### config.mk
export PLATFORM = sky130hd
export DESIGN_NAME = cpc_pin_ctrl
export DESIGN_NICKNAME = d
export VERILOG_FILES = /design/src/hw/cpc_pkg.sv /design/src/hw/cpc_pin_ctrl.sv /design/src/hw/cpc_por_timer.sv /design/src/hw/cpc_sync.sv
export SDC_FILE = /design/constraint.sdc
export NUM_CORES = 1
export LEC_CHECK = 0
export ABC_AREA = 1
export BUFFER_PORTS_ARGS = -buffer_cell sky130_fd_sc_hd__clkbuf_2
export CAP_MARGIN = 20
export CORE_MARGIN = 2
export CORE_UTILIZATION = 43
export DETAILED_ROUTE_END_ITERATION = 6
export HOLD_SLACK_MARGIN = 0.08
export PLACE_DENSITY = 0.82
export SETUP_SLACK_MARGIN = 0.3
export SLEW_MARGIN = 20
export SYNTH_ARGS = -nofsm -noshare
export SYNTH_HDL_FRONTEND = slang
export SYNTH_SLANG_ARGS = --single-unit
### constraint.sdc
create_clock -name clk -period 1.5 [get_ports clk]
set_clock_uncertainty 0.15 [all_clocks]
set_input_delay 0.15 -clock clk [delete_from_list [all_inputs] [get_ports clk]]
set_output_delay 0.15 -clock clk [all_outputs]
set_load 0.02 [all_outputs]
### src/hw/cpc_pkg.sv
// Constants and types for the configuration pin control block
package cpc_pkg;
  localparam int unsigned AHB_AW = 32;
  localparam int unsigned AHB_DW = 32;
  localparam logic [7:0] OFS_CTRL = 8'h00;
  localparam logic [7:0] OFS_STAT = 8'h04;
  localparam logic [4:0] CTRL_RESET = 5'h00;
  localparam int unsigned CTRL_SHARE = 0;
  localparam int unsigned CTRL_CRC = 1;
  localparam int unsigned CTRL_CLR = 2;
  localparam int unsigned CTRL_OE = 3;
  localparam int unsigned CTRL_STATIO = 4;
  localparam int unsigned STAT_CRC = 4;
  localparam int unsigned STAT_PINS = 8;
  localparam int unsigned PIN_N = 5;
  localparam int unsigned CLK_PERIOD_NS = 40;
  localparam int unsigned POR_TIME_NS = 100000;
  localparam int unsigned POR_CYCLES = (POR_TIME_NS + CLK_PERIOD_NS - 1) / CLK_PERIOD_NS;
  typedef enum logic [2:0] {
    ST_POR,
    ST_RESET,
    ST_CONFIG,
    ST_USER,
    ST_ERROR
  } cpc_state_e;
endpackage : cpc_pkg

### src/hw/cpc_pin_ctrl.sv
// Configuration sequencing, pin-function control and register slave
//
// The AHB-Lite interface to the registers and the placing of the registers are this design's own decisions.
`timescale 1ns/1ps
module cpc_pin_ctrl #(
  parameter int unsigned POR_LEN = cpc_pkg::POR_CYCLES
) (
  // Clock and reset
  input wire logic clk,
  input wire logic rst_n,
  // AHB-Lite slave
  input wire logic hsel,
  input wire logic [cpc_pkg::AHB_AW-1:0] haddr,
  input wire logic [1:0] htrans,
  input wire logic hwrite,
  input wire logic [2:0] hsize,
  input wire logic [cpc_pkg::AHB_DW-1:0] hwdata,
  input wire logic hready,
  output logic hreadyout,
  output logic hresp,
  output logic [cpc_pkg::AHB_DW-1:0] hrdata,
  // Device pins, asynchronous
  input wire logic testShareSelect,
  input wire logic deviceClear_n,
  input wire logic deviceOutputEnable,
  input wire logic configRequest_n,
  input wire logic configStatusIn_n,
  output logic configStatusOut_n,
  output logic configStatusOe,
  output logic crcErrorOut,
  output logic crcErrorOe,
  // Configuration loader, same clock
  input wire logic loadDone,
  input wire logic loadError,
  input wire logic configMemoryBitsError,
  output logic loadStart,
  output logic loadReset,
  // Test port, same clock
  input wire logic testTdoDrive,
  input wire logic testTdoData,
  output logic tdoOut,
  output logic tdoOe,
  output logic tckOe,
  // User fabric controls
  input wire logic userTdoData,
  input wire logic userTdoOe,
  output logic testPinsUserIo,
  output logic shareSelectUserIo,
  output logic clearPinUserIo,
  output logic oePinUserIo,
  output logic statusPinUserIo,
  output logic requestUserPin,
  output logic requestUserLevel,
  output logic userRegClear,
  output logic ioTristate,
  output cpc_pkg::cpc_state_e cfgState
);
  import cpc_pkg::*;

  logic [PIN_N-1:0] pinRaw;
  logic [PIN_N-1:0] pinSync;
  logic shareSel;
  logic clrPin_n;
  logic oePin;
  logic reqPin_n;
  logic statPin_n;
  logic porDone;
  cpc_state_e state_q;
  cpc_state_e state_d;
  logic [4:0] ctrl_q;
  logic crcFlag_q;
  logic loadStart_q;
  logic wrPend_q;
  logic rdPend_q;
  logic [7:0] addr_q;
  logic [AHB_DW-1:0] rdata_q;
  logic [AHB_DW-1:0] rdMux;
  logic addrPhase;
  logic crcClr;
  logic userMode;
  logic [1:0] ownPull_q;

  assign pinRaw = {configStatusIn_n, configRequest_n, deviceOutputEnable,
                   deviceClear_n, testShareSelect};

  cpc_sync #(
    .W(PIN_N),
    .INIT(5'h1f)
  ) u_sync (
    .clk(clk),
    .rst_n(rst_n),
    .pinIn(pinRaw),
    .pinOut(pinSync)
  );

  cpc_por_timer #(
    .CYCLES(POR_LEN)
  ) u_por (
    .clk(clk),
    .rst_n(rst_n),
    .porDone(porDone)
  );

  assign shareSel = pinSync[0];
  assign clrPin_n = pinSync[1];
  assign oePin = pinSync[2];
  assign reqPin_n = pinSync[3];
  assign statPin_n = pinSync[4];
  assign userMode = (state_q == ST_USER);

  // Configuration sequence
  always_comb begin
    state_d = state_q;
    case (state_q)
      ST_POR: begin
        if (porDone) begin
          state_d = reqPin_n ? ST_CONFIG : ST_RESET;
        end
      end
      ST_RESET: begin
        if (reqPin_n) begin
          state_d = ST_CONFIG;
        end
      end
      ST_CONFIG: begin
        if (!reqPin_n) begin
          state_d = ST_RESET;
        end else if (loadError || (!statPin_n && !(|ownPull_q))) begin
          state_d = ST_ERROR;
        end else if (loadDone) begin
          state_d = ST_USER;
        end
      end
      ST_USER: begin
        if (!reqPin_n) begin
          state_d = ST_RESET;
        end
      end
      ST_ERROR: begin
        if (!reqPin_n) begin
          state_d = ST_RESET;
        end
      end
      default: begin
        state_d = ST_POR;
      end
    endcase
  end

  always_ff @(posedge clk or negedge rst_n) begin
    if (!rst_n) begin
      state_q <= ST_POR;
      ownPull_q <= '1;
    end else begin
      state_q <= state_d;
      ownPull_q <= {ownPull_q[0], configStatusOe};
    end
  end

  always_ff @(posedge clk or negedge rst_n) begin
    if (!rst_n) begin
      loadStart_q <= 1'b0;
    end else begin
      loadStart_q <= (state_d == ST_CONFIG) && (state_q != ST_CONFIG);
    end
  end

  assign loadStart = loadStart_q;
  assign loadReset = (state_q == ST_RESET) || (state_q == ST_POR);
  assign cfgState = state_q;

  // Status pin: low in power-on, reset and error states
  assign configStatusOut_n = 1'b0;
  assign configStatusOe = (state_q == ST_POR) || (state_q == ST_RESET)
                          || (state_q == ST_ERROR);
  assign statusPinUserIo = userMode && ctrl_q[CTRL_STATIO];

  // Request pin becomes an input-only user pin
  assign requestUserPin = userMode;
  assign requestUserLevel = userMode && reqPin_n;

  // Test-port sharing, evaluated every cycle
  assign shareSelectUserIo = !ctrl_q[CTRL_SHARE];
  assign testPinsUserIo = userMode && ctrl_q[CTRL_SHARE] && !shareSel;
  assign tdoOut = testPinsUserIo ? userTdoData : testTdoData;
  assign tdoOe = testPinsUserIo ? (userTdoOe && !ioTristate) : testTdoDrive;
  assign tckOe = 1'b0;

  // Device-wide clear and output enable
  assign clearPinUserIo = !ctrl_q[CTRL_CLR];
  assign oePinUserIo = !ctrl_q[CTRL_OE];
  assign userRegClear = userMode && ctrl_q[CTRL_CLR] && !clrPin_n;
  assign ioTristate = !userMode || (ctrl_q[CTRL_OE] && !oePin);

  // CRC error flag, sticky, set wins over clear
  assign crcClr = wrPend_q && (addr_q == OFS_STAT) && hwdata[STAT_CRC];

  always_ff @(posedge clk or negedge rst_n) begin
    if (!rst_n) begin
      crcFlag_q <= 1'b0;
    end else if (ctrl_q[CTRL_CRC] && configMemoryBitsError) begin
      crcFlag_q <= 1'b1;
    end else if (crcClr || !ctrl_q[CTRL_CRC]) begin
      crcFlag_q <= 1'b0;
    end
  end

  assign crcErrorOut = 1'b0;
  assign crcErrorOe = ctrl_q[CTRL_CRC] && !crcFlag_q;

  // AHB-Lite slave, zero wait states
  assign addrPhase = hsel && htrans[1] && hready;

  always_ff @(posedge clk or negedge rst_n) begin
    if (!rst_n) begin
      wrPend_q <= 1'b0;
      rdPend_q <= 1'b0;
      addr_q <= '0;
    end else begin
      wrPend_q <= addrPhase && hwrite;
      rdPend_q <= addrPhase && !hwrite;
      addr_q <= addrPhase ? haddr[7:0] : addr_q;
    end
  end

  always_ff @(posedge clk or negedge rst_n) begin
    if (!rst_n) begin
      ctrl_q <= CTRL_RESET;
    end else if (wrPend_q && (addr_q == OFS_CTRL)) begin
      ctrl_q <= hwdata[4:0];
    end
  end

  always_comb begin
    rdMux = '0;
    case (haddr[7:0])
      OFS_CTRL: rdMux[4:0] = ctrl_q;
      OFS_STAT: begin
        rdMux[2:0] = state_q;
        rdMux[STAT_CRC] = crcFlag_q;
        rdMux[STAT_PINS +: PIN_N] = pinSync;
      end
      default: rdMux = '0;
    endcase
  end

  always_ff @(posedge clk or negedge rst_n) begin
    if (!rst_n) begin
      rdata_q <= '0;
    end else if (addrPhase && !hwrite) begin
      rdata_q <= rdMux;
    end
  end

  assign hrdata = rdata_q;
  assign hreadyout = 1'b1;
  assign hresp = 1'b0;
endmodule : cpc_pin_ctrl

### src/hw/cpc_por_timer.sv
// Power-on reset interval counter
`timescale 1ns/1ps
module cpc_por_timer #(
  parameter int unsigned CYCLES = cpc_pkg::POR_CYCLES
) (
  // Clock and reset
  input wire logic clk,
  input wire logic rst_n,
  // Status
  output logic porDone
);
  localparam int unsigned CW = $clog2(CYCLES + 1);
  localparam logic [CW-1:0] LAST = CW'(CYCLES - 1);
  logic [CW-1:0] cnt_q;
  logic done_q;

  always_ff @(posedge clk or negedge rst_n) begin
    if (!rst_n) begin
      cnt_q <= '0;
      done_q <= 1'b0;
    end else if (!done_q) begin
      cnt_q <= cnt_q + CW'(1);
      done_q <= (cnt_q == LAST);
    end
  end

  assign porDone = done_q;
endmodule : cpc_por_timer

### src/hw/cpc_sync.sv
// Two-stage synchroniser for pin levels
`timescale 1ns/1ps
module cpc_sync #(
  parameter int unsigned W = 1,
  parameter logic [W-1:0] INIT = '0
) (
  // Clock and reset
  input wire logic clk,
  input wire logic rst_n,
  // Levels
  input wire logic [W-1:0] pinIn,
  output logic [W-1:0] pinOut
);
  logic [W-1:0] meta_q;
  logic [W-1:0] sync_q;

  always_ff @(posedge clk or negedge rst_n) begin
    if (!rst_n) begin
      meta_q <= INIT;
      sync_q <= INIT;
    end else begin
      meta_q <= pinIn;
      sync_q <= meta_q;
    end
  end

  assign pinOut = sync_q;
endmodule : cpc_sync

==> impl_metrics.env <==
export IMPL_layout_min_cycle_time_ns=1.773
export IMPL_min_to="hrdata[3]"
export IMPL_critPathKind="register to output port"
export IMPL_cp_end_kind="output port"
export IMPL_synth_cells=305
export IMPL_final_cell_count_no_fill=512
export IMPL_synth_distinct_cells=29
export IMPL_max_freq_mhz=563.9
export IMPL_drv_cap=0
export IMPL_rr_endpoint="cfgState[0]"
export IMPL_diodes=0
export IMPL_antenna_found_initial=0
export IMPL_wl_met3_um=492
export IMPL_syn_area_mm2=0.002643
export IMPL_combinationalPowerShare_pct=38.5
export IMPL_crit_top_cell="nand2_4"
export IMPL_netlist_area_leader_share_pct=39.77
export IMPL_yosysTopAreaCell="dfrtp_1"
export IMPL_grt_usage_pct=20.03
export IMPL_clk_latency_ns=0.31
export IMPL_cts_buffers=5
export IMPL_ys_seq_area_share_pct=51.70
export IMPL_hpwl_um=3850
export IMPL_ff2ff_path_depth=10
export IMPL_post_route_period_util_pct=118.2
export IMPL_die_h_um=82.39
export IMPL_clk_transition_reported_paths_ns=0.10
export IMPL_final_common_cell="nand2_1"
export IMPL_port_buffers=58
export IMPL_clock_path_buffers=2
export IMPL_io_pins=141
export IMPL_p_switching_uw=1529
export IMPL_cts_htree_levels=2
export IMPL_drv_slew=0
export IMPL_cp_data_arrival_time_ns=1.47
export IMPL_violations="negative setup slack"
export IMPL_synth_area_leaders="dfrtp_1, dfstp_2, nand2_1"
export IMPL_grt_max_degree=55
export IMPL_start_util_pct=44.63
export IMPL_drt_iter0_drc=286
export IMPL_post_drt_wl_per_cell_um=15.65
export IMPL_core_rowCount=28
export IMPL_min_from="htrans[1]"
export IMPL_wl_met2_um=4290
export IMPL_pwr_share_seq_pct=36.4
export IMPL_yosys_warnings=0
export IMPL_die_x_um=82.39
export IMPL_placeableCoreArea_mm2=0.005921
export IMPL_path_cells="inv_4, nand2_4, nor2_4, nand3_4, inv_4, nand2_4, nand2_4, buf_8"
export IMPL_wl_met1_um=2872
export IMPL_startpoint_type="register"
export IMPL_clockPowerShare_pct=25.0
export IMPL_worstPathRequired_ns=1.20
export IMPL_highest_layer="met4"
export IMPL_relSlewSlack_pct=59.28
export IMPL_power_leakage_uw=0.002125
export IMPL_powerDensity_mw_per_mm2=1123
export IMPL_cp_max_fo=4
export IMPL_ir_drop_mv=0.8838
export IMPL_drc=0
export IMPL_drt_pre_antenna_iters=4
export IMPL_drive_above_1_share_pct=46.22
export IMPL_pre_cts_ws_ns=0.03623
export IMPL_rsz0062_at_grt="true"
export IMPL_hold_viol_final=0
export IMPL_numClockSinks=54
export IMPL_worst_pin_slew_ns=0.6086
export IMPL_grt_overflow=0
export IMPL_nets=523
export IMPL_die_area_mm2=0.006788
export IMPL_hp_class="input pin to register"
export IMPL_mostFrequentLayoutCells="nand2_1, clkbuf_2, buf_4"
export IMPL_slowest_stage="dfrtp_2"
export IMPL_r2r_start="cfgState[1]"
export IMPL_fillers=398
export IMPL_routed_wl_um=8014
export IMPL_grt_first_pass_wirelength_um=10340
export IMPL_setup_tns_ns=-3.408
export IMPL_viasPerCell=5.031
export IMPL_ys_ff_latch=54
export IMPL_routabilityCongestion=0.8254
export IMPL_max_stage_delay_ns=0.44
export IMPL_area_growth_syn_to_layout_pct=57.24
export IMPL_cts_tree="built"
export IMPL_status="finished with violations"
export IMPL_p_int_uw=3137
export IMPL_dpl_cell_count=441
export IMPL_clock_root_buffer="clkbuf_8"
export IMPL_finalSetupViolCount=21
export IMPL_r2r_slack_ns=-0.22
export IMPL_finalPower_uw=4666
export IMPL_setup_slack_ns=-0.2734
export IMPL_antenna_left=0
export IMPL_swShare_pct=32.77
export IMPL_grt_pass1_vias=2332
export IMPL_vias=2576
export IMPL_hold_depth=5
export IMPL_synth_area_per_cell_um2=8.664
[logic make-up after synthesis]
kind of cell / Yosys count / synth area share [%]
flops: 54 / 51.70
simple gates: 145 / 26.28
buf+inv: 76 / 14.87
fa+ha+maj: 1 / 0.4734
xor+xnor: 7 / 2.320
other cells: 2 / 0.2842
compound gates: 20 / 4.072
[per-stage QoR]
stage	area, um^2	util (%)	hold WS [ns]
6_report	4155	70.18	0.09130
5_1_grt	4155	70.18	0.1082
4_1_cts	3787	63.97	0.07119
3_5_place_dp	3054	51.59	0.01657
3_3_place_gp	3054	51.59	0.01391
2_1_floorplan	2826	-	-0.2956
[cell usage after synthesis]
master and instances:
a31oi_1 1, nand4_1 5, buf_4 28, clkbuf_1 1, nand3_1 31, o21ai_0 8
nor3_4 1, dfrtp_1 42, ha_1 1, dfstp_2 12, nor2_2 1, inv_1 41
inv_2 4, o211ai_1 2, nand3_4 2, o21ai_1 1, a21oi_1 7, xor2_1 2
nor3_2 1, nand3_2 2, buf_2 2, xnor2_1 5, nor2_1 19, nand2_1 74
conb_1 2, o22ai_1 1, nor2_4 4, nor3_1 4, nand2_2 1
[flip-flops by register name, indices dropped and copies added (netlist names)]
register / cells
crcFlag_q: 1
loadStart: 1
u_por.porDone: 1
u_sync.meta_q: 5
addr_q: 8
u_por.cnt_q: 12
hrdata: 10
ownPull_q: 2
wrPend_q: 1
ctrl_q: 5
cfgState: 3
u_sync.pinOut: 5
[worst max path at each step]
| stage | from | to | cells after the start |
|---|---|---|---|
| after floorplan | cfgState[2] | userRegClear | 6 |
| after global routing | cfgState[2] | tdoOut | 8 |
| after global placement | cfgState[2] | tdoOut | 8 |
| after detailed placement | cfgState[2] | tdoOut | 8 |
| final | cfgState[2] | tdoOut | 8 |
| after CTS | cfgState[2] | tdoOut | 8 |
[routing by layer]
metal / global-route usage (%) / vias to the layer above
met5: 0 / -
met4: 6.333 / 0
met3: 3.261 / 25
met2: 36.13 / 128
met1: 24.33 / 1264
li1: - / 1159
[worst max-delay path: cells and delay by family, from the launching register on]
family | cells | cell delay [ns]
DFF | 1 | 0.44
and+or+nand+nor | 5 | 0.45
buffers and inverters | 3 | 0.26
[power by group through the flow]
stage | registers (uW) | logic, uW | clock network (uW)
final | 1700 | 1800 | 1170
after global routing | 1710 | 1900 | 1240
after CTS | 1690 | 1390 | 1170
after detailed placement | 1710 | 943 | 0
after global placement | 1700 | 921 | 0
after floorplan | 1750 | 644 | 0
[area by class of cell]
cell class / instances / area (um^2) / share of cell area (%)
clock inverters: 3 / 68.82 / 1.656
multi-input cells: 200 / 1265 / 30.44
repair buffers: 130 / 1094 / 26.32
clock buffers: 5 / 68.82 / 1.656
inverters: 45 / 188.9 / 4.547
flip-flops and latches: 54 / 1376 / 33.12
well taps: 75 / 93.84 / 2.258
[timing repair]
item	CTS	global route
hold buffers	23	1
pin swaps	20	25
setup endpoints to repair	34	49
setup buffers	20	20
hold endpoints to repair	79	2
resized for setup	61	67
(Power assumes the default switching activity.)
